`src/hdl/amseq_consts.svh`:
```
// offsets, field positions, reset values and timing figures of the move sequencer
`ifndef AMSEQ_CONSTS_SVH
`define AMSEQ_CONSTS_SVH

// apb byte offsets
`define AMSEQ_OFS_CTRL      12'h000
`define AMSEQ_OFS_SEG       12'h004
`define AMSEQ_OFS_DWELL     12'h008
`define AMSEQ_OFS_CFG       12'h00C
`define AMSEQ_OFS_STATUS    12'h010

// command word bit positions
`define AMSEQ_CB_PROG       0
`define AMSEQ_CB_SEGVAL     1
`define AMSEQ_CB_PERSIST    2
`define AMSEQ_CB_ASM        3
`define AMSEQ_CB_BLEND      4
`define AMSEQ_CB_BLEND_CCW  5
`define AMSEQ_CB_EDGE       6
`define AMSEQ_CB_HOLD       7
`define AMSEQ_CB_IMM        8
`define AMSEQ_CB_ERRCLR     9
`define AMSEQ_CB_JOG_CW     10
`define AMSEQ_CB_JOG_CCW    11
`define AMSEQ_CTRL_W        12

// configuration word fields
`define AMSEQ_CFG_TRIG_LSB  0
`define AMSEQ_CFG_ESTOP_LSB 2
`define AMSEQ_CFG_W         5

// reset values
`define AMSEQ_CTRL_RST      12'h000
`define AMSEQ_SEG_RST       24'h000000
`define AMSEQ_DWELL_RST     16'h0000
`define AMSEQ_CFG_RST       5'h00

// profile size limits
`define AMSEQ_SEG_MIN       2
`define AMSEQ_SEG_MAX       16

// dwell time unit and clock period, both in ns
`define AMSEQ_DWELL_UNIT_NS 1000000
`define AMSEQ_CLK_PERIOD_NS 20

`endif

```
`src/hdl/amseq_pkg.sv`:
```
// types shared by the move sequencer files
package amseq_pkg;

  typedef enum logic [2:0] {
    ST_IDLE   = 3'b000,
    ST_LAUNCH = 3'b001,
    ST_RUN    = 3'b010,
    ST_DWELL  = 3'b011,
    ST_STOP   = 3'b100,
    ST_SAVE   = 3'b101,
    ST_LOCK   = 3'b110
  } amseq_state_t;

endpackage : amseq_pkg

```
`src/hdl/amseq_segmem.sv`:
```
// segment store: flip-flop entries addressed by an index
module amseq_segmem #(
  parameter int DEPTH = 16,
  parameter int WIDTH = 24,
  parameter int AW    = 4
) (
  // clock and reset
  input  wire logic             sys_clk,
  input  wire logic             sys_rst,
  // write port
  input  wire logic             wr_en,
  input  wire logic [AW-1:0]    wr_idx,
  input  wire logic [WIDTH-1:0] wr_data,
  // read port
  input  wire logic [AW-1:0]    rd_idx,
  output logic      [WIDTH-1:0] rd_data
);

  logic [WIDTH-1:0] mem_r [DEPTH];

  // one register per entry, written when its index is selected
  genvar gi;
  generate
    for (gi = 0; gi < DEPTH; gi++) begin : g_ent
      always_ff @(posedge sys_clk or posedge sys_rst) begin
        if (sys_rst) begin
          mem_r[gi] <= '0;
        end else if (wr_en && (wr_idx == AW'(gi))) begin
          mem_r[gi] <= wr_data;
        end
      end
    end
  endgenerate

  // asynchronous read by index
  assign rd_data = mem_r[rd_idx];

endmodule : amseq_segmem

```
`src/hdl/amseq_top.sv`:
```
// assembled move sequencer: segment loading, dwell runs, stops and triggered start
//
// The placing of the registers and register access over APB were chosen for this implementation.
`include "amseq_consts.svh"

// Overview of operation
// - stop after each dwell segment, wait the dwell time, then start the next
// - dwell segments: positive target runs clockwise, negative counter-clockwise
// - hold toggle during a run: decelerate to start speed, then end the move
// - rising immediate-stop bit stops motion at once, no ramp
// - rising edge on an input enabled as emergency stop stops motion at once
// - limit stops at once; same-direction limit blocks that direction until clear
// - one loading procedure; start bit picks type; blend ignores signs
// - program request sets programming-active and segment-request
// - on segment-valid check data, drop segment-request, flag bad data
// - host drops valid after request drops; device then requests again
// - handshake repeats per segment; at most sixteen segments stored
// - program request falling clears programming-active and segment-request
// - persist bit acts only on the falling edge of program request
// - after a save show green or red, then accept no more commands
// - edge-trigger command waits for a rising edge on the chosen input
// - trigger input falling does not stop the move
// - trigger ignored while running; reruns on each later edge while idle
// - new triggered parameters only after a fresh command rising edge
// - triggered jog stops under control when its command bit clears
// - hold, immediate stop and error clear ignore the edge-trigger bit
// - a profile holds between two and sixteen segments; a triggered start runs with fewer than two
module amseq_top
  import amseq_pkg::*;
#(
  parameter int SEG_W      = 24,
  parameter int DWELL_W    = 16,
  parameter int TICK_CYCLES = `AMSEQ_DWELL_UNIT_NS / `AMSEQ_CLK_PERIOD_NS
) (
  // clock and reset
  input  wire logic               sys_clk,
  input  wire logic               sys_rst,
  // apb slave
  input  wire logic               psel,
  input  wire logic               penable,
  input  wire logic               pwrite,
  input  wire logic [11:0]        paddr,
  input  wire logic [31:0]        pwdata,
  output logic                    pready,
  output logic      [31:0]        prdata,
  output logic                    pslverr,
  // physical inputs and limits
  input  wire logic [2:0]         phys_in,
  input  wire logic               limit_cw,
  input  wire logic               limit_ccw,
  // motion engine
  output logic                    mv_start,
  output logic      [SEG_W-2:0]   mv_dist,
  output logic                    mv_ccw,
  output logic                    mv_cont,
  output logic                    mv_decel,
  output logic                    mv_abort,
  input  wire logic               mv_done,
  // non-volatile store and indicator
  output logic                    nv_save,
  input  wire logic               nv_done,
  input  wire logic               nv_ok,
  output logic                    led_green,
  output logic                    led_red
);

  localparam int TW = $clog2(TICK_CYCLES + 1);
  localparam logic [4:0] SEG_MAX = 5'(`AMSEQ_SEG_MAX);
  localparam logic [4:0] SEG_MIN = 5'(`AMSEQ_SEG_MIN);

  amseq_state_t               st_r;
  logic [`AMSEQ_CTRL_W-1:0]   ctrl_r, ctrl_q_r;
  logic [SEG_W-1:0]           seg_r;
  logic [DWELL_W-1:0]         dwell_r, dwell_lat_r, dwell_cnt_r;
  logic [`AMSEQ_CFG_W-1:0]    cfg_r;
  logic [2:0]                 in_q_r;
  logic                       lcw_q_r, lccw_q_r;
  logic                       prog_act_r, seg_req_r, cmd_err_r, lock_cw_r, lock_ccw_r;
  logic                       armed_r, blend_r, bccw_r, jog_r, jccw_r;
  logic [4:0]                 wr_ptr_r, seg_idx_r;
  logic [TW-1:0]              tick_cnt_r;
  logic                       tick_r;
  logic [SEG_W-1:0]           rd_data;

  // command bit views and edges
  logic prog, seg_val, prog_rise, prog_fall, imm_rise, hold_tog, clr_rise;
  logic cmd_any, cmd_rise, trig_rise, estop_rise, lim_hit, busy, moving, locked;
  logic abort_go, go_now, seg_ok, last_seg, wr_fire, rd_fire, map_hit, dir_ccw;
  assign prog      = ctrl_r[`AMSEQ_CB_PROG];
  assign seg_val   = ctrl_r[`AMSEQ_CB_SEGVAL];
  assign prog_rise = prog & ~ctrl_q_r[`AMSEQ_CB_PROG];
  assign prog_fall = ~prog & ctrl_q_r[`AMSEQ_CB_PROG];
  assign imm_rise  = ctrl_r[`AMSEQ_CB_IMM] & ~ctrl_q_r[`AMSEQ_CB_IMM];
  assign hold_tog  = ctrl_r[`AMSEQ_CB_HOLD] ^ ctrl_q_r[`AMSEQ_CB_HOLD];
  assign clr_rise  = ctrl_r[`AMSEQ_CB_ERRCLR] & ~ctrl_q_r[`AMSEQ_CB_ERRCLR];
  assign cmd_any   = ctrl_r[`AMSEQ_CB_ASM] | ctrl_r[`AMSEQ_CB_JOG_CW]
                   | ctrl_r[`AMSEQ_CB_JOG_CCW];
  assign cmd_rise  = cmd_any & ~(ctrl_q_r[`AMSEQ_CB_ASM] | ctrl_q_r[`AMSEQ_CB_JOG_CW]
                   | ctrl_q_r[`AMSEQ_CB_JOG_CCW]);
  assign trig_rise = phys_in[cfg_r[`AMSEQ_CFG_TRIG_LSB +: 2]]
                   & ~in_q_r[cfg_r[`AMSEQ_CFG_TRIG_LSB +: 2]];
  assign estop_rise = |(phys_in & ~in_q_r & cfg_r[`AMSEQ_CFG_ESTOP_LSB +: 3]);
  assign locked    = (st_r == ST_LOCK) || (st_r == ST_SAVE);
  assign busy      = (st_r == ST_LAUNCH) || (st_r == ST_RUN) || (st_r == ST_DWELL)
                   || (st_r == ST_STOP);
  assign moving    = (st_r == ST_RUN) || (st_r == ST_STOP);
  assign lim_hit   = moving & ((limit_cw & ~lcw_q_r) | (limit_ccw & ~lccw_q_r));
  assign abort_go  = busy & (imm_rise | estop_rise | lim_hit);
  // immediate start on a plain rising command, or armed start on a trigger edge
  assign go_now    = (st_r == ST_IDLE) && !prog_act_r
                   && ((cmd_rise && !ctrl_r[`AMSEQ_CB_EDGE])
                       || (armed_r && cmd_any && trig_rise));
  assign seg_ok    = (seg_r != '0) && (wr_ptr_r < SEG_MAX);
  assign last_seg  = (seg_idx_r + 5'h01) >= wr_ptr_r;
  // direction of the segment in launch: latched jog or blend direction, else the stored segment's sign bit
  assign dir_ccw   = jog_r ? jccw_r : (blend_r ? bccw_r : rd_data[SEG_W-1]);
  assign map_hit   = (paddr == `AMSEQ_OFS_CTRL) || (paddr == `AMSEQ_OFS_SEG)
                   || (paddr == `AMSEQ_OFS_DWELL) || (paddr == `AMSEQ_OFS_CFG)
                   || (paddr == `AMSEQ_OFS_STATUS);
  assign wr_fire   = psel & penable & pready & pwrite & map_hit;
  assign rd_fire   = psel & penable & ~pready;

  // apb answer: one wait state, data and error registered
  always_ff @(posedge sys_clk or posedge sys_rst) begin
    if (sys_rst) begin
      pready  <= 1'b0;
      prdata  <= 32'h00000000;
      pslverr <= 1'b0;
    end else begin
      pready  <= rd_fire;
      pslverr <= rd_fire & ~map_hit;
      prdata  <= 32'h00000000;
      if (rd_fire && !pwrite) begin
        unique case (paddr)
          `AMSEQ_OFS_CTRL:   prdata <= 32'(ctrl_r);
          `AMSEQ_OFS_SEG:    prdata <= 32'(seg_r);
          `AMSEQ_OFS_DWELL:  prdata <= 32'(dwell_r);
          `AMSEQ_OFS_CFG:    prdata <= 32'(cfg_r);
          `AMSEQ_OFS_STATUS: prdata <= {11'h000, wr_ptr_r, 6'h00, locked, led_red,
                                        led_green, armed_r, busy, lock_ccw_r,
                                        lock_cw_r, cmd_err_r, seg_req_r, prog_act_r};
          default:           prdata <= 32'h00000000;
        endcase
      end
    end
  end

  // software-written words; the command word freezes once saved
  always_ff @(posedge sys_clk or posedge sys_rst) begin
    if (sys_rst) begin
      ctrl_r  <= `AMSEQ_CTRL_RST;
      seg_r   <= `AMSEQ_SEG_RST;
      dwell_r <= `AMSEQ_DWELL_RST;
      cfg_r   <= `AMSEQ_CFG_RST;
    end else if (wr_fire) begin
      if (paddr == `AMSEQ_OFS_CTRL && !locked) ctrl_r <= pwdata[`AMSEQ_CTRL_W-1:0];
      if (paddr == `AMSEQ_OFS_SEG)   seg_r   <= pwdata[SEG_W-1:0];
      if (paddr == `AMSEQ_OFS_DWELL) dwell_r <= pwdata[DWELL_W-1:0];
      if (paddr == `AMSEQ_OFS_CFG)   cfg_r   <= pwdata[`AMSEQ_CFG_W-1:0];
    end
  end

  // previous samples for edge detection
  always_ff @(posedge sys_clk or posedge sys_rst) begin
    if (sys_rst) begin
      ctrl_q_r <= `AMSEQ_CTRL_RST;
      in_q_r   <= 3'h0;
      lcw_q_r  <= 1'b0;
      lccw_q_r <= 1'b0;
    end else begin
      ctrl_q_r <= ctrl_r;
      in_q_r   <= phys_in;
      lcw_q_r  <= limit_cw;
      lccw_q_r <= limit_ccw;
    end
  end

  // dwell time base: one pulse per dwell unit
  always_ff @(posedge sys_clk or posedge sys_rst) begin
    if (sys_rst) begin
      tick_cnt_r <= '0;
      tick_r     <= 1'b0;
    end else begin
      tick_r     <= (tick_cnt_r == TW'(TICK_CYCLES - 1));
      tick_cnt_r <= (tick_cnt_r == TW'(TICK_CYCLES - 1)) ? '0 : tick_cnt_r + 1'b1;
    end
  end

  // segment loading handshake
  always_ff @(posedge sys_clk or posedge sys_rst) begin
    if (sys_rst) begin
      prog_act_r <= 1'b0;
      seg_req_r  <= 1'b0;
      wr_ptr_r   <= 5'h00;
    end else if (prog_fall) begin
      prog_act_r <= 1'b0;
      seg_req_r  <= 1'b0;
    end else if (prog_rise && st_r == ST_IDLE) begin
      prog_act_r <= 1'b1;
      seg_req_r  <= 1'b1;
      wr_ptr_r   <= 5'h00;
    end else if (prog_act_r && seg_req_r && seg_val) begin
      seg_req_r <= 1'b0;
      if (seg_ok) wr_ptr_r <= wr_ptr_r + 5'h01;
    end else if (prog_act_r && !seg_req_r && !seg_val) begin
      seg_req_r <= 1'b1;
    end
  end

  // command error and direction locks; a set wins over a clear
  always_ff @(posedge sys_clk or posedge sys_rst) begin
    if (sys_rst) begin
      cmd_err_r  <= 1'b0;
      lock_cw_r  <= 1'b0;
      lock_ccw_r <= 1'b0;
    end else begin
      if (prog_act_r && seg_req_r && seg_val && !seg_ok && !prog_fall)
        cmd_err_r <= 1'b1;
      else if (go_now && ctrl_r[`AMSEQ_CB_ASM] && wr_ptr_r < SEG_MIN && !armed_r)
        cmd_err_r <= 1'b1;
      else if (st_r == ST_LAUNCH && (dir_ccw ? lock_ccw_r : lock_cw_r))
        cmd_err_r <= 1'b1;
      else if (clr_rise)
        cmd_err_r <= 1'b0;
      if (lim_hit && limit_cw && !lcw_q_r && !mv_ccw)
        lock_cw_r <= 1'b1;
      else if (clr_rise)
        lock_cw_r <= 1'b0;
      if (lim_hit && limit_ccw && !lccw_q_r && mv_ccw)
        lock_ccw_r <= 1'b1;
      else if (clr_rise)
        lock_ccw_r <= 1'b0;
    end
  end

  // arming and latching of move parameters on a fresh command edge
  always_ff @(posedge sys_clk or posedge sys_rst) begin
    if (sys_rst) begin
      armed_r     <= 1'b0;
      blend_r     <= 1'b0;
      bccw_r      <= 1'b0;
      jog_r       <= 1'b0;
      jccw_r      <= 1'b0;
      dwell_lat_r <= '0;
    end else begin
      if (cmd_rise && st_r == ST_IDLE && !prog_act_r) begin
        armed_r     <= ctrl_r[`AMSEQ_CB_EDGE];
        blend_r     <= ctrl_r[`AMSEQ_CB_BLEND];
        bccw_r      <= ctrl_r[`AMSEQ_CB_BLEND_CCW];
        jog_r       <= ~ctrl_r[`AMSEQ_CB_ASM];
        jccw_r      <= ctrl_r[`AMSEQ_CB_JOG_CCW];
        dwell_lat_r <= dwell_r;
      end else if (!cmd_any) begin
        armed_r <= 1'b0;
      end
    end
  end

  // sequencer state machine and motion engine strobes
  always_ff @(posedge sys_clk or posedge sys_rst) begin
    if (sys_rst) begin
      st_r        <= ST_IDLE;
      seg_idx_r   <= 5'h00;
      dwell_cnt_r <= '0;
      mv_start    <= 1'b0;
      mv_dist     <= '0;
      mv_ccw      <= 1'b0;
      mv_cont     <= 1'b0;
      mv_decel    <= 1'b0;
      mv_abort    <= 1'b0;
      nv_save     <= 1'b0;
      led_green   <= 1'b0;
      led_red     <= 1'b0;
    end else begin
      mv_start <= 1'b0;
      mv_decel <= 1'b0;
      mv_abort <= 1'b0;
      nv_save  <= 1'b0;
      if (abort_go) begin
        mv_abort <= 1'b1;
        st_r     <= ST_IDLE;
      end else begin
        unique case (st_r)
          ST_IDLE: begin
            if (prog_fall && ctrl_q_r[`AMSEQ_CB_PERSIST]) begin
              nv_save <= 1'b1;
              st_r    <= ST_SAVE;
            end else if (go_now && (!ctrl_r[`AMSEQ_CB_ASM] || armed_r
                                    || wr_ptr_r >= SEG_MIN)) begin
              seg_idx_r <= 5'h00;
              st_r      <= ST_LAUNCH;
            end
          end
          ST_LAUNCH: begin
            if (dir_ccw ? lock_ccw_r : lock_cw_r) begin
              st_r <= ST_IDLE;
            end else begin
              mv_start <= 1'b1;
              st_r     <= ST_RUN;
            end
          end
          ST_RUN: begin
            if (hold_tog || (jog_r && !cmd_any)) begin
              mv_decel <= 1'b1;
              st_r     <= ST_STOP;
            end else if (mv_done) begin
              if (jog_r || last_seg) begin
                st_r <= ST_IDLE;
              end else begin
                seg_idx_r   <= seg_idx_r + 5'h01;
                dwell_cnt_r <= dwell_lat_r;
                st_r        <= blend_r ? ST_LAUNCH : ST_DWELL;
              end
            end
          end
          ST_DWELL: begin
            if (hold_tog) begin
              st_r <= ST_IDLE;
            end else if (dwell_cnt_r == '0) begin
              st_r <= ST_LAUNCH;
            end else if (tick_r) begin
              dwell_cnt_r <= dwell_cnt_r - 1'b1;
            end
          end
          ST_STOP: begin
            if (mv_done) st_r <= ST_IDLE;
          end
          ST_SAVE: begin
            if (nv_done) begin
              led_green <= nv_ok;
              led_red   <= ~nv_ok;
              st_r      <= ST_LOCK;
            end
          end
          ST_LOCK: st_r <= ST_LOCK;
          default: st_r <= ST_IDLE;
        endcase
      end
      // direction and distance taken with the start strobe, stable while running
      if (st_r == ST_LAUNCH) begin
        mv_cont <= jog_r;
        mv_dist <= jog_r ? '0 : (rd_data[SEG_W-1] ? (SEG_W-1)'(-rd_data)
                                                   : rd_data[SEG_W-2:0]);
        mv_ccw  <= dir_ccw;
      end
    end
  end

  amseq_segmem #(
    .DEPTH (`AMSEQ_SEG_MAX),
    .WIDTH (SEG_W),
    .AW    (4)
  ) u_mem (
    .sys_clk (sys_clk),
    .sys_rst (sys_rst),
    .wr_en   (prog_act_r && seg_req_r && seg_val && seg_ok && !prog_fall),
    .wr_idx  (wr_ptr_r[3:0]),
    .wr_data (seg_r),
    .rd_idx  (seg_idx_r[3:0]),
    .rd_data (rd_data)
  );
endmodule : amseq_top

```
`config.mk`:
```
export PLATFORM = sky130hd
export DESIGN_NAME = amseq_top
export DESIGN_NICKNAME = d
export VERILOG_FILES = /design/src/hdl/amseq_pkg.sv /design/src/hdl/amseq_segmem.sv /design/src/hdl/amseq_top.sv
export VERILOG_INCLUDE_DIRS = /design/src /design/src/hdl
export SDC_FILE = /design/constraint.sdc
export NUM_CORES = 1
export LEC_CHECK = 0
export BUFFER_PORTS_ARGS = -buffer_cell sky130_fd_sc_hd__buf_2
export CAP_MARGIN = 10
export CORE_ASPECT_RATIO = 1.4
export CORE_UTILIZATION = 45
export CTS_CLUSTER_SIZE = 12
export DETAILED_ROUTE_END_ITERATION = 8
export HOLD_SLACK_MARGIN = 0.02
export PLACE_DENSITY = 0.61
export SETUP_SLACK_MARGIN = 0.15
export SYNTH_ARGS = -nofsm -noshare
export SYNTH_HDL_FRONTEND = slang
export SYNTH_SLANG_ARGS = --single-unit
```
`constraint.sdc`:
```
create_clock -name sys_clk -period 34 [get_ports sys_clk]
set_input_delay 10.2 -clock sys_clk [delete_from_list [all_inputs] [get_ports sys_clk]]
set_output_delay 10.2 -clock sys_clk [all_outputs]
set_load 0.05 [all_outputs]
```
# Word-level counts from Yosys, hierarchy flattened
# Index checks and enable logic that the tools add are counted.
# classes
addsub	5
mul	0
n_div	0
n_lt_le_gt_ge	6
n_eq_ne	40
shift	0
muxes	68
n_bitwise	42
n_reduce_logical	100
# op_table
cell	count
one-hot mux 24 bit (5 select lines)	1
two-way mux 16 bit	7
binary-select mux 24 bit (select 4 bit)	1
two-way mux 24 bit	3
logical AND 1 bit	48
two-way mux 23 bit	2
two-way mux 5 bit	8
equality test 4 bit (second input constant)	8
one-hot mux 16 bit (2 select lines)	1
two-way mux 1 bit	29
two-way mux 3 bit	9
equality test 12 x 4 -> 1 bit (second input constant)	2
nonzero test 24 bit	1
negator 23 bit	1
one-hot mux 3 bit (7 select lines)	1
adder 16 x 1 -> 16 bit (second input constant)	1
bitwise AND 1 bit	16
equality test 16 bit (second input constant)	1
equality test 4 x 3 -> 1 bit (second input constant)	4
zero test 16 bit	1
subtractor 16 x 1 -> 16 bit (second input constant)	1
zero test 1 bit	14
logical OR 1 bit	14
inequality test 2 bit (second input constant)	7
other kinds (38)	80
# totals
ff_bits	595
latchBits	0
ram_bits	0
mem_bits_ro	0
input_bits	57
elab_cells	314
mem_count	0

# Logic depth before layout (Yosys ltp)
# Gate-level depths: netlist of the first run.
# depth
word_depth	12
depth_mapped	16
depth_no_buf	10

# By module
# From an unflattened synthesis of the first run, not the netlist that was laid out.
# unflattened
hier_cells	1885
hier_area_um2	26435.4
# modules_own_cells
module	instances	cells_each	area_each_um2	seq_area_each_um2
amseq_segmem	1	1060	17131.4	9609.2
amseq_top	1	825	9303.9	4979.8

# Least setup slack after synthesis of the first run
# OpenSTA, ideal clock, no wires.
# synth_path
kind	input-to-reg
startpoint	input paddr[7]
endpoint	register dwell_r[0]
setup_time_ns	0.125
arrival_time_ns	12.374
required_time_ns	33.875
setup_slack_ns	21.501
cell_stages	9
cell_sequence	nor4_1 nand3_1 nor4b_2 nor2_1 nor2_1 and2_1 clkbuf_1 buf_2 mux2_2
# synth_via
elab_chain_len	7
elab_cells_between_ends	11
# synth_rtl
item	line_no	text
start: declaration	amseq_top.sv:42	input wire logic [11:0] paddr,
equality test 12 x 3 -> 1 bit / zero test 12 bit (equally long branches)	n/a	
logical OR 1 bit (4 in a row)	amseq_top.sv:117	assign map_hit = (paddr == `AMSEQ_OFS_CTRL) || (paddr == `AMSEQ_OFS_SEG)
bitwise AND 1 bit	amseq_top.sv:120	assign wr_fire = psel & penable & pready & pwrite & map_hit;
AND reduction 2 bit (no source line) (*)	n/a	
end signal: assignment	amseq_top.sv:153	dwell_r <= `AMSEQ_DWELL_RST;
end signal: assignment	amseq_top.sv:158	if (paddr == `AMSEQ_OFS_DWELL) dwell_r <= pwdata[DWELL_W-1:0];
end: declaration	amseq_top.sv:74	logic [DWELL_W-1:0] dwell_r, dwell_lat_r, dwell_cnt_r;
# Every way passes the cells marked *; elsewhere a longest branch is shown, timed or not.
# A chain may end at the register's enable or synchronous reset.

# Final worst setup path of the first run
# layout_path
startpoint	input paddr[7]
endpoint	register dwell_r[11]
# The elaborated chain is that of the path after synthesis.

==> results of run 1 <==
## layout make-up
type	count	area, sq um
Sequential cell	583	14600
Fill cell	5033	29200
Tap cell	749	937
Inverter	26	105
Multi-Input combinational cell	1207	11400
Timing Repair Buffer	142	828
Clock inverter	5	53.8
Clock buffer	83	1620
## power by group through the flow
stage	registers (mW)	logic (mW)	clock network (mW)
2_1_floorplan	0.733	0.158	0
3_3_place_gp	0.737	0.209	0
3_5_place_dp	0.738	0.213	0
4_1_cts	0.725	0.214	0.606
5_1_grt	0.728	0.231	0.631
6_report	0.725	0.211	0.590
## cell families (layout without fill, tap and decap cells)
group / count (synthesis) / count (layout)
simple gates: 333 / 333
mux: 594 / 594
other cells: 1 / 8
xor+xnor: 40 / 40
buf+inv: 195 / 256
flops: 583 / 583
fa+ha+maj: 13 / 13
compound gates: 219 / 219
## metrics by stage
step | power, mW | util, % | cells | cell area, sq um | hold slack, ns
final | 1.53 | 50.3 | 2795 | 29500 | 0.413
after global routing | 1.59 | 50.3 | 2795 | 29500 | 0.419
after CTS | 1.54 | 50.3 | 2795 | 29500 | 0.407
after detailed placement | 0.951 | 47.4 | 2707 | 27800 | 0.393
after global placement | 0.945 | 47.4 | 2707 | 27800 | 0.385
after floorplan | 0.891 | - | 1985 | 26800 | 0.371
## registers in the layout (all words and copies together) (netlist names), 5 cells and up
register / flops
cfg_r: 5
ctrl_q_r: 8
ctrl_r: 12
dwell_cnt_r: 16
dwell_lat_r: 16
dwell_r: 16
mv_dist: 23
prdata: 24
seg_idx_r: 5
seg_r: 24
tick_cnt_r: 16
u_mem.mem_r: 384
wr_ptr_r: 5
## synth_stat cells (16+ instances only)
| cell | instances | area [sq um] |
|---|---|---|
| inv_1 | 25 | 93.8 |
| a21oi_1 | 47 | 235 |
| o21ai_0 | 58 | 290 |
| xor2_1 | 18 | 158 |
| buf_4 | 16 | 120 |
| mux2i_1 | 32 | 320 |
| nor3_1 | 27 | 135 |
| clkbuf_1 | 96 | 360 |
| mux2_2 | 466 | 5250 |
| a22oi_1 | 30 | 225 |
| nand2_1 | 95 | 357 |
| nand3_1 | 17 | 85.1 |
| dfrtp_1 | 583 | 14600 |
| buf_2 | 17 | 85.1 |
| xnor2_1 | 22 | 193 |
| mux4_2 | 81 | 1820 |
| buf_1 | 36 | 135 |
| nor2_1 | 91 | 342 |
## layer usage
layer | routed length, um | part of all wire [%]
met1 | 28100 | 40
met2 | 36500 | 52
met3 | 2700 | 3.8
met4 | 2700 | 3.9
met5 | 9 | 0.013
## how the worst min path moves through the flow
stage	from	endpoint	slack, ns	cells after the start
after floorplan	ctrl_r[2]	ctrl_q_r[2]	0.37	0
after global placement	ctrl_r[2]	ctrl_q_r[2]	0.38	0
after detailed placement	ctrl_r[2]	ctrl_q_r[2]	0.39	0
after CTS	ctrl_r[2]	ctrl_q_r[2]	0.41	0
after global routing	ctrl_r[2]	ctrl_q_r[2]	0.42	0
final	ctrl_r[2]	ctrl_q_r[2]	0.41	0
## critical path: stages
cell     delay, ns
buf_2         0.09
nor4_1        0.26
nand3_1       0.21
nor4b_4       1.00
nor2_1        0.27
nor2_1        0.50
and2_1        0.84
mux2_2        0.42
==> results.md, run 1 <==
- The worst register-to-register path ends at mv_dist[8].
- The maximum clock path buffer count is 3.
- The count of cells resized by post-cts repair is 0.
- The power density over cell area is roughly 52 nW/um^2.
- The gate count of the mapped netlist is 1978.
- For this design, the sink count on the clock tree is between 500 and 600.
- The number of antenna violations at the first check in global routing is 1.
- The setup slack after placement is about 20 ns.
- Setup repair after global routing left no endpoint under its margin.
- Sequential elements use 54.5% of the synthesized area.
- The source-to-sink clock delay at the later pin of the worst-skew pair is 0.62 ns.
- The wire length reported by the detailed router is between 70000 and 80000 um.
- The global-route track usage on met1 is roughly 29%.
- In this run the worst path has a maximum fanout of 17.
- In this run the standard cell core region covers 58700 sq um.
- The clock power share is 38.7%.
- The endpoint of the worst setup timing path is dwell_r[11].
- The global-route met3 utilization is ~3.1%.
- The ratio of cells with drive above 1 in the final layout is 38.3%.
- The wire length per cell after detailed routing is between 20 and 30 um.
- The area growth from synthesis to layout is 10.2%.
- The required arrival time at the worst endpoint is 34.50 ns.
- Data arrives at the worst endpoint at 13.81 ns.
- The count of final max-slew check failures is 0.
- The number of setup buffers added after CTS is 0.
- The mapped netlist covers ~27000 sq um.
- The die covers 60500 sq um.
- The die is 291 um tall.
- Summed over all cells, the static leakage comes to 14.3 nW.
- Setup violations remaining at the end of the flow were counted as 0.
- The critical path startpoint is paddr[7].
- The post-synthesis area per instance is 13.5 sq um.
- In this run the critical register-to-register path is launched from seg_idx_r[1].
- In the layout the commonest cells are dfrtp_1, mux2_2, buf_2.
- The internal power is 1.11 mW.
- The post-DP HPWL is ~45000 um.
- Dividing the detail-routed via count by the number of cells gives 5.89.
- Based on the critical path, the design can be clocked at up to 75.1 MHz.
- The number of cells on the worst reg-to-reg path is 12.
- The worst setup path is of the primary input to flip-flop kind.
- The part of the power in combinational logic is 13.8%.
- The first global-routing pass estimated 109000 um of wire.
- Yosys mapped a number of flops with a built-in enable equal to 0.
- 122 I/O pins were placed.
- After detailed routing, the number of remaining DRC violations is 0.
- For this run, the number of Yosys warnings is 0.
- The post-synthesis async set-or-reset flop share is 100%.
- The synthesized-area fraction occupied by ao, oa, aoi and oai cells is 5.43%.
- For this design the total switching power over the nets is 0.420 mW.
- The tool flagged a number of max-cap violations equal to 0.
- The largest family of logic cells by synthesized area is multiplexers.
- Counting distinct cell types in the post-synthesis netlist gives 77.
- The global routing stage identified its most utilized layer as met2.
- The hold buffer count at CTS is 0.
- The clock period could shrink to 13.31 ns.
- The type of the worst min-delay path is flip-flop to flip-flop.
- The number of routed nets with antenna violations is 0.
- Global routing consumed, on the met2 layer, 42.6% of the routing resources.
- The starting density of the core is 45.6%.
- The actual transition at the worst max-transition pin is 1.15 ns.
- After the first detailed-routing iteration, the DRC count stood at 1166.
- The final net count is about 2100.
- The maximum number of pins on one net before global-route repair is 178.
- The flow ran to the end, and the final reports show no timing, DRC or antenna violations.
- From left edge to right edge, the die measures 208 um.
- The synthesized-area fraction occupied by xor and xnor cells is 1.31%.
- The number of H-tree levels is 2.
- The global-route congestion overflow total is 0.
- In the final timing run, aggregate negative setup slack is 0 ns.
- Net switching is 27.5% of the power.
- The maximum ir drop on the vdd rail is 0.0000570 V.
- The cell sitting at the root of the clock tree is a clkbuf_16.
- Routability-driven placement finished with a final weighted congestion of 0.930.
- The number of buffers added on ports is 105.
- Headroom to the max-slew limit came out at 23.2%.
- The leading cell type in the layout, fill and taps excluded is dfrtp_1.
- The post-synthesis adder-cell area fraction is 0.607%.
- For the final database, setup skew stands at slightly above 0.02 ns.
- The number of global-route vias before repair is 17611.
- The critical path launch point type is a primary input.
- The total vias in the final route is 16465.
- The overall routing resource usage is 23.7%.
- Setup slack on the worst reg-to-reg path comes out at 29.37 ns.
- The mux contribution to synthesized area is roughly 29%.
- The hold violation total from the final report is 0.
- The antenna diode instance count is 0.
- The number of core rows is approximately 110.
- The worst setup path is captured at a flip-flop.
- After Yosys synthesis, and, or, nand and nor cells account for 6.15% of the synthesized area.
- The share of total power dissipated in sequential elements is between 40% and 50%.
- The flip-flop and latch count after synthesis is 583.
- For this run, the leading register cell type out of synthesis is dfrtp_1.
- The post-CTS clock slew at the launch and capture registers of the worst setup and hold paths is around 0.06 ns.
- Of the available clock period, the critical path in the final layout requires 39.1%.
- The first TritonRoute pass finished after 7 iterations.
- Buffers inserted during clock tree synthesis total 57.
- Setup slack closes at between 20 and 25 ns.
- TritonCTS built the clock tree.
(Power assumes the default switching activity.)
==> inputs of run 2 (changes only) <==
--- a/config.mk
+++ b/config.mk
@@ -6,6 +6,7 @@
 export SDC_FILE = /design/constraint.sdc
 export NUM_CORES = 1
 export LEC_CHECK = 0
+export ABC_AREA = 1
 export BUFFER_PORTS_ARGS = -buffer_cell sky130_fd_sc_hd__buf_2
 export CAP_MARGIN = 10
 export CORE_ASPECT_RATIO = 1.4
==> constraint.sdc (replaced) <==
create_clock -name sys_clk -period 12.8 [get_ports sys_clk]
set_input_delay 3.84 -clock sys_clk [delete_from_list [all_inputs] [get_ports sys_clk]]
set_output_delay 3.84 -clock sys_clk [all_outputs]
set_load 0.05 [all_outputs]
==> run 2 against run 1 <==
Compared with the run above:
- non-clock buffer count increased by 2
- register-to-register slack got worse by 21 ns
- cell count increased by 52%
- via count increased by 40%
- critical path type unchanged
- utilization decreased by 0.20 points
- largest cell class unchanged
- total power increased by 150%
- area after synthesis increased by 2.1%
- sequential cell count unchanged
- wire length increased by 11%
- cell area increased by 1.7%
- sequential share of layout area decreased by 0.83 points
- clock power increased to 2.8 times the previous value
- highest routed layer is now met4
==> results.md, run 2 <==
- The number of warning messages in the yosys log is 0 (unchanged).
- The filler cell count in the final layout is 5831 (+16%).
- The number of buffers added on ports is 105 (unchanged).
- The worst hold path stage count is 0 (unchanged).
- The setup slack after placement is 6.24 ns (-13.87 ns).
- The remaining routing DRC violations is 0 (unchanged).
- The met3 routed wirelength was 4140 um (+54%).
- The register bank with the most flops is u_mem.mem_r.
- The clock sink count is 583 (unchanged).
- The post-DP HPWL came to 47800 um (+6.8%).
- The detailed-routed wire length on met2 was 38200 um (+4.7%).
- The final critical-path required period is 5.92 ns.
- The worst stage delay on the critical path is 0.74 ns (-0.26 ns).
- The overall die area came to 61800 sq um (+2.1%).
- The max-slew headroom at the worst pin was 22.7% (-0.48 points).
- The clock tree from TritonCTS is yes.
- The count of pins on the block boundary is 122 (unchanged).
- The wire length reported by the detailed router came to 77900 um (+11%).
- The number of antenna violations at the first check in global routing is 1 (unchanged).
- The number of H-tree levels came to 2 (unchanged).
- The number of global-route vias before repair is 22269 (+26%).
- In this run the most critical hold path is launched from ctrl_r[8].
- The source-to-sink clock delay at the later pin of the worst-skew pair was 0.62 ns (about the same).
- The required arrival time at the worst endpoint came to 13.30 ns (-21.20 ns).
- The hold violation total from the final report is 0 (unchanged).
- The largest area contributor in the synthesized netlist is dfrtp_1.
- The area of the placeable core is 59900 sq um (+2.1%).
- Traced cell by cell, the critical path runs through buf_2 > nor3_1 > nand3_2 > inv_2 > nor2_1 > nor3_2 > nand2_1 > o21ai_0.
- The maximum ir drop on the vdd rail is 0.000102 V (+80%).
- The final net count is 3483 (+67%).
- Among all stages on the critical path, the largest delay is contributed by nand2_1.
- The overall power after layout is 3.74 mW (+150%).
- The critical path startpoint is paddr[5].
- The number of enable flip-flop cells after synthesis is 0 (unchanged).
- The overall routing resource usage is 25.8% (+2.1 points).
- The library cell used most frequently in the layout, excluding fill and tap cells, is nand2_1.
- The number of setup buffers added after CTS came to 0 (unchanged).
- In this run the critical register-to-register path is launched from seg_idx_r[1].
- The ratio of cells with drive above 1 in the final layout is 8.24% (-30 points).
- The achievable clock frequency is 169 MHz.
- The worst setup slack for register-to-register paths is 8.09 ns (-21.28 ns).
- The number of max-cap violations is 0 (unchanged).
- The reg-to-reg critical path endpoint is mv_dist[22].
- The gate count of the mapped netlist is 3421 (+73%).
- The most used standard cell by instance count after synthesis is nand2_1.
- The highest metal layer carrying signal wires in the routed design is met4.
- The post-synthesis instance area was 27300 sq um (+2.1%).
- The critical path launch point type is a primary input.
- The via count normalized by instance count is 5.42 (-8.1%).
- The total vias in the final route is 23048 (+40%).
- Counting instances in the post-synthesis netlist gives the leading cell types as nand2_1, dfrtp_1, o21ai_0.
- The horizontal die dimension was 210 um (+1.0%).
- The antenna diode instance count is 0 (unchanged).
- The post-synthesis async set-or-reset flop share was 100% (unchanged).
- The global-route congestion overflow total is 0 (unchanged).
- The number of core rows is 106 (+0.95%).
- The flip-flop cell with the highest count after synthesis is dfrtp_1.
- The static leakage power is 14.2 nW (-0.97%).
- The register area share after synthesis is 53.4% (-1.1 points).
- The number of cells on the worst reg-to-reg path is 15 (+3).
- The worst setup path is of the primary input to flip-flop kind.
- The relative area change from synthesis to final layout is 9.76%.
- The run finished with clean final reports.
- The final total negative setup slack was 0 ns (unchanged).
- The kind of cell with the highest combined delay along the critical path is simple AND/OR/NAND/NOR gates.
- The worst-case setup margin in the final layout is 6.88 ns (-13.81 ns).
- By area the synthesized netlist is led by dfrtp_1, nand2_1, o21ai_0.
- The post-CTS clock slew at the launch and capture registers of the worst setup and hold paths is 0.06 ns (about the same).
- The starting density of the core was 45.6% (about the same).
- The share of the cycle needed by the critical path after routing is 46.3%.
- Leaving out fill and tap cells, the most frequent cells in the layout are nand2_1, dfrtp_1, o21ai_0.
- The number of routed nets with antenna violations is 0 (unchanged).
- The hold buffer count at CTS came to 0 (unchanged).
- The count of final max-slew check failures is 0 (unchanged).
- The largest fanout on the critical path is 32 (+15).
- Setup repair after global routing left no endpoint under its margin.
- STA classifies the critical path endpoint as a flip-flop.
- The count of cells resized by post-cts repair came to 0 (unchanged).
- The number of flip-flops under the largest register name is 384 (unchanged).
- The vertical die dimension is 294 um (+1.0%).
- The violation count after the first detailed-route iteration is 1959 (+68%).
- The maximum clock path buffer count came to 3 (unchanged).
- The power density over cell area is 125 nW/um^2 (+140%).
- The actual transition at the worst max-transition pin is 1.16 ns (+0.00718 ns).
- The post-synthesis area per instance is 7.99 sq um (-41%).
- The largest registers in the layout are u_mem.mem_r (384), prdata (24), seg_r (24).
- The number of CTS-inserted buffers is 58 (+1.8%).
- CTS placed an instance of clkbuf_16 at the clock tree root.
- The fraction of synthesized cell area taken by the top area cell type is 53.4% (-1.1 points).
- The routability-driven placement congestion ratio is 0.876 (-5.8%).
- The wire length per cell after detailed routing was 18.3 um (-27%).
- The detailed-router iteration count before antenna repair was 5 (-2).
- The maximum number of pins on one net before global-route repair is 186 (+4.5%).
- The data arrival time of the worst path came to 6.42 ns (-7.39 ns).
- The worst hold path terminates at ctrl_q_r[8].
- The number of distinct library cell variants in the gate-level netlist after synthesis is 49 (-36%).
- The routed metal-1 wirelength is 32700 um (+16%).
- The flip-flop and latch count after synthesis was 583 (unchanged).
- The buffer and inverter count on the worst path came to 2 (+1).
- In this run the worst hold path is classified as flip-flop to flip-flop.
- The setup violation total in the final timing report is 0 (unchanged).
- The clock skew was 0.0111 ns (-0.00941 ns).
- The first-pass GRT wire length is 125000 um (+15%).
-- run 2: cell types whose count changed in the layout (fill, tap and decap cells not counted), moves of 19 or more --
cell     change
nand3_1    +186
mux2i_1     -32
nand2_1    +951
inv_1      +226
o21ai_0    +506
a21oi_1     +45
mux4_2      -81
a22oi_1     -30
mux2_2     -458
or2_2       +19
nor2_1     +122
-- run 2: power by group --
part           internal (mW)  switching (mW)
registers               1.87          0.0246
clock network          0.938           0.711
logic                 0.0438           0.151
total                   2.86           0.886
-- run 2: cell families (layout without fill, tap and decap cells) --
family	count (synthesis)	count (layout)	synth area share, %
flops	583	583	53.4
buf+inv	477	495	7.24
compound gates	740	740	14.2
mux	8	8	0.330
xor+xnor	18	18	0.577
simple gates	1581	1581	23.7
fa+ha+maj	13	13	0.595
other cells	1	8	0.0137
-- run 2: final cells by class --
cell class / instances / area (sq um) / share of cell area (%)
sequential: 583 / 14600 / 48.6
multi-input combinational: 2368 / 10800 / 36.0
clock buffer: 88 / 1700 / 5.65
tap: 810 / 1010 / 3.38
inverter: 258 / 976 / 3.25
timing repair buffer: 144 / 843 / 2.81
clock inverter: 5 / 78.8 / 0.263
-- run 2: worst max-delay path by stage --
stage | to | depth (start not counted) | slack [ns]
after detailed placement | dwell_r[9] | 8 | 6.24
after global placement | ctrl_r[8] | 10 | 6.37
final | dwell_r[9] | 8 | 6.88
after CTS | dwell_r[9] | 8 | 6.88
after global routing | dwell_r[3] | 8 | 6.62
after floorplan | armed_r | 1 | 1.01
-- run 2: stage by stage --
stage	hold WS (ns)	std cells	utilization [%]	area, sq um
floorplan	0.374	3428	-	27400
global placement	0.386	4163	47.1	28200
detailed placement	0.396	4163	47.1	28200
CTS	0.415	4256	50.1	30000
global route	0.435	4256	50.1	30000
finish	0.414	4256	50.1	30000
-- run 2: metal layers --
metal,up-vias,global-route usage [%]
li1,10975,-
met1,11161,33.3
met2,745,44.1
met3,167,3.11
met4,0,10.4
met5,-,0
-- run 2: worst reg2reg max path, cell delays in order (launching register included) --
cell and delay [ns]:
dfrtp_2 0.92, clkinv_2 1.11, buf_4 0.71, nand3_1 0.25, nand2_1 0.08, nand2_1 0.07, nand3_1 0.09, nand2_1 0.20
ha_1 0.20, nand3_1 0.15, nor2_2 0.28, nand3_1 0.15, nand2_2 0.16, nand4_1 0.10, nand3_1 0.10, nand2_1 0.05
==> inputs of run 3 (changes only) <==
--- a/config.mk
+++ b/config.mk
@@ -6,7 +6,7 @@
 export SDC_FILE = /design/constraint.sdc
 export NUM_CORES = 1
 export LEC_CHECK = 0
-export ABC_AREA = 1
+export ABC_AREA = 0
 export BUFFER_PORTS_ARGS = -buffer_cell sky130_fd_sc_hd__buf_2
 export CAP_MARGIN = 10
 export CORE_ASPECT_RATIO = 1.4
@@ -14,7 +14,7 @@
 export CTS_CLUSTER_SIZE = 12
 export DETAILED_ROUTE_END_ITERATION = 8
 export HOLD_SLACK_MARGIN = 0.02
-export PLACE_DENSITY = 0.61
+export PLACE_DENSITY = 0.64
 export SETUP_SLACK_MARGIN = 0.15
 export SYNTH_ARGS = -nofsm -noshare
 export SYNTH_HDL_FRONTEND = slang
==> constraint.sdc (replaced) <==
create_clock -name sys_clk -period 5.3 [get_ports sys_clk]
set_input_delay 1.59 -clock sys_clk [delete_from_list [all_inputs] [get_ports sys_clk]]
set_output_delay 1.59 -clock sys_clk [all_outputs]
set_load 0.05 [all_outputs]
==> run 3 against run 2 <==
Compared with the run above:
- hold slack better by 0.017 ns
- sequential power up 150%
- wire length down 11%
- via count down 28%
- cell area down 1.4%
- non-clock buffer count up 21
- setup slack worse by 5.7 ns
- cell count down 34%
- clock-buffer cell count down 11
- die area down 2.0%
==> results.md, run 3 (same netlist as run 1, synthesis figures left out) <==
- The flow ran to the end, and the final reports show no timing, DRC or antenna violations.
- The flip-flop and latch area is 14600 sq um (about the same).
- The maximum number of pins on one net before global-route repair is 154 (-17%).
- The antenna diode instance count is 0 (unchanged).
- The register bank with the most flops is u_mem.mem_r.
- The post-DP HPWL is 45200 um (-5.4%).
- The hold buffer count at CTS was 0 (unchanged).
- The via count normalized by instance count came to 5.89 (+8.8%).
- The number of cells on the worst reg-to-reg path is 9 (-6).
- The number of antenna violations at the first check in global routing is 0 (-1).
- The worst stage delay on the critical path is 0.82 ns (+0.08 ns).
- The number of setup buffers added after CTS is 0 (unchanged).
- The largest fanout on the critical path came to 27 (-16%).
- The tree is rooted in a clkbuf_16.
- The number of stages on the worst setup path is 9 (+1).
- The overall routing resource usage was 23.3% (-2.5 points).
- The overall power after layout is 9.59 mW (+160%).
- The count of pins on the block boundary is 122 (unchanged).
- The final net count is 2109 (-39%).
- Setup repair after global routing left no endpoint under its margin.
- The hold violation total from the final report is 0 (unchanged).
- The number of global-route vias before repair is 17218 (-23%).
- The violation count after the first detailed-route iteration is 1325 (-32%).
- The clock period could shrink to between 4 and 5 ns.
- The required arrival time at the worst endpoint is 5.73 ns (-7.57 ns).
- The detailed-router iteration count before antenna repair came to 9 (+4).
- The number of flip-flops under the largest register name came to 384 (unchanged).
- The number of buffers added on ports is 105 (unchanged).
- The count of final max-slew check failures was 0 (unchanged).
- The first-pass GRT wire length is 107000 um (-14%).
- The maximum clock path buffer count was 3 (unchanged).
- The multi-input gate area in the final layout is 11400 sq um (+5.2%).
- The source-to-sink clock delay at the later pin of the worst-skew pair was 0.59 ns (-0.03 ns).
- The wire length reported by the detailed router is 69600 um (-11%).
- The worst setup slack for register-to-register paths came to 1.22 ns (-6.87 ns).
- The setup path with the least slack is of type flip-flop to flip-flop.
- The reg-to-reg critical path endpoint is mv_dist[19].
- The achievable clock frequency is around 240 MHz.
- The instance count after placement with tap cells included came to 2730 (-34%).
- The starting density of the core is 45.6% (about the same).
- The area of the placeable core came to 58700 sq um (-2.0%).
- The clock tree from TritonCTS is yes.
- The slowest cell on the critical path is dfrtp_4.
- The endpoint kind of the worst setup timing path is a flip-flop.
- The relative area change from synthesis to final layout is 10.5%.
- The share of the cycle needed by the critical path after routing is between 70% and 80%.
- The remaining routing DRC violations is 0 (unchanged).
- The ratio of cells with drive above 1 in the final layout came to 38.9% (+31 points).
- The cell family contributing the most delay on the critical path is multiplexers.
- In the final layout, the registers with the most flip-flops are u_mem.mem_r (384), prdata (24), seg_r (24).
- The type of the worst min-delay path is flip-flop to flip-flop.
- The horizontal die dimension is 208 um (-1.0%).
- The startpoint identified for the worst register-to-register timing path is seg_idx_r[0].
- The filler cell count in the final layout is 4910 (-16%).
- The critical path startpoint is seg_idx_r[0].
- The number of core rows is 105 (-0.94%).
- The buffer and inverter count on the worst path is 1 (-1).
- The final total negative setup slack is 0 ns (unchanged).
- Leaving out fill and tap cells, the most frequent cell in the layout is dfrtp_1.
- The global-route congestion overflow total was 0 (unchanged).
- The number of max-cap violations came to 0 (unchanged).
- The setup violation total in the final timing report was 0 (unchanged).
- The data arrival time of the worst path is 4.51 ns (-1.91 ns).
- The non-filler instance count after layout is 2808 (-34%).
- The worst hold path stage count is 0 (unchanged).
- The maximum ir drop on the vdd rail is 0.000276 V (+170%).
- The number of CTS-inserted buffers is 56 (-3.4%).
- In the layout the commonest cells are dfrtp_1, mux2_2, buf_2.
- The actual transition at the worst max-transition pin was 1.14 ns (-0.0219 ns).
- The static leakage power is 14.4 nW (+1.3%).
- The critical path launch point type is a flip-flop.
- The number of routed nets with antenna violations is 0 (unchanged).
- The power density over cell area is 324 nW/um^2 (+160%).
- The post-CTS clock slew at the launch and capture registers of the worst setup and hold paths was 0.07 ns (about the same).
- The total vias in the final route came to 16552 (-28%).
- The signal on the critical path passes through buf_12 > mux4_1 > mux2_2 > nor3_1 > o2111ai_1 > nor4_4 > a31oi_1 > xnor2_1 > o21ai_0.
- The vertical die dimension is 291 um (-1.0%).
- The overall die area is 60500 sq um (-2.0%).
- The number of H-tree levels is 2 (unchanged).
- In this run the worst setup path terminates at mv_dist[19].
- The utilization after layout came to 50.4% (+0.34 points).
- The wire length per cell after detailed routing is 24.8 um (+35%).
- The clock sink count is 583 (unchanged).
- The clock skew came to 0.0242 ns (+0.0130 ns).
- The routability-driven placement congestion ratio came to 0.905 (+3.3%).
- The count of cells resized by post-cts repair was 0 (unchanged).
- The max-slew headroom at the worst pin came to 24.2% (+1.5 points).
==> run 3: metal layers <==
layer | global-route usage (%) | part of all wire, % | vias to the layer above
met5 | 0 | 0 | -
met2 | 41.5 | 52 | 394
met1 | 28.6 | 40 | 8726
met3 | 2.91 | 3.9 | 133
li1 | - | - | 7299
met4 | 9.77 | 4.2 | 0
==> run 3: how the worst min path moves through the flow <==
stage	slack, ns	from	end
2_1_floorplan	0.37	ctrl_r[2]	ctrl_q_r[2]
3_3_place_gp	0.42	ctrl_r[2]	ctrl_q_r[2]
3_5_place_dp	0.43	ctrl_r[2]	ctrl_q_r[2]
4_1_cts	0.44	ctrl_r[9]	ctrl_q_r[9]
5_1_grt	0.44	ctrl_r[2]	ctrl_q_r[2]
6_report	0.43	ctrl_r[2]	ctrl_q_r[2]
==> run 3: cell type report <==
cell class	instances	area share, %
clock buffers	77	5.24
well taps	749	3.17
repair buffers	165	3.51
flip-flops and latches	583	49.3
multi-input cells	1207	38.4
clock inverters	1	0.0254
inverters	26	0.342
==> run 3: report_power, final <==
part           switching, mW  internal [mW]
Combinational          0.836          0.457
Clock                   1.62           2.00
Sequential             0.148           4.53
==> run 3: through the flow <==
step / hold slack [ns] / instance area, sq um / setup slack [ns]
finish: 0.431 / 29600 / 1.22
CTS: 0.437 / 29600 / 1.22
floorplan: 0.371 / 26800 / -4.24
global route: 0.443 / 29600 / 0.952
detailed placement: 0.428 / 28000 / 1.01
global placement: 0.418 / 28000 / 1.13
==> run 3: worst register-to-register path, delay by kind of cell (launching register included) <==
| kind | cells | cell delay [ns] |
|---|---|---|
| flops | 1 | 0.82 |
| simple gates | 2 | 0.89 |
| buf+inv | 1 | 0.33 |
| compound gates | 3 | 0.57 |
| xor+xnor | 1 | 0.38 |
| mux | 2 | 0.94 |
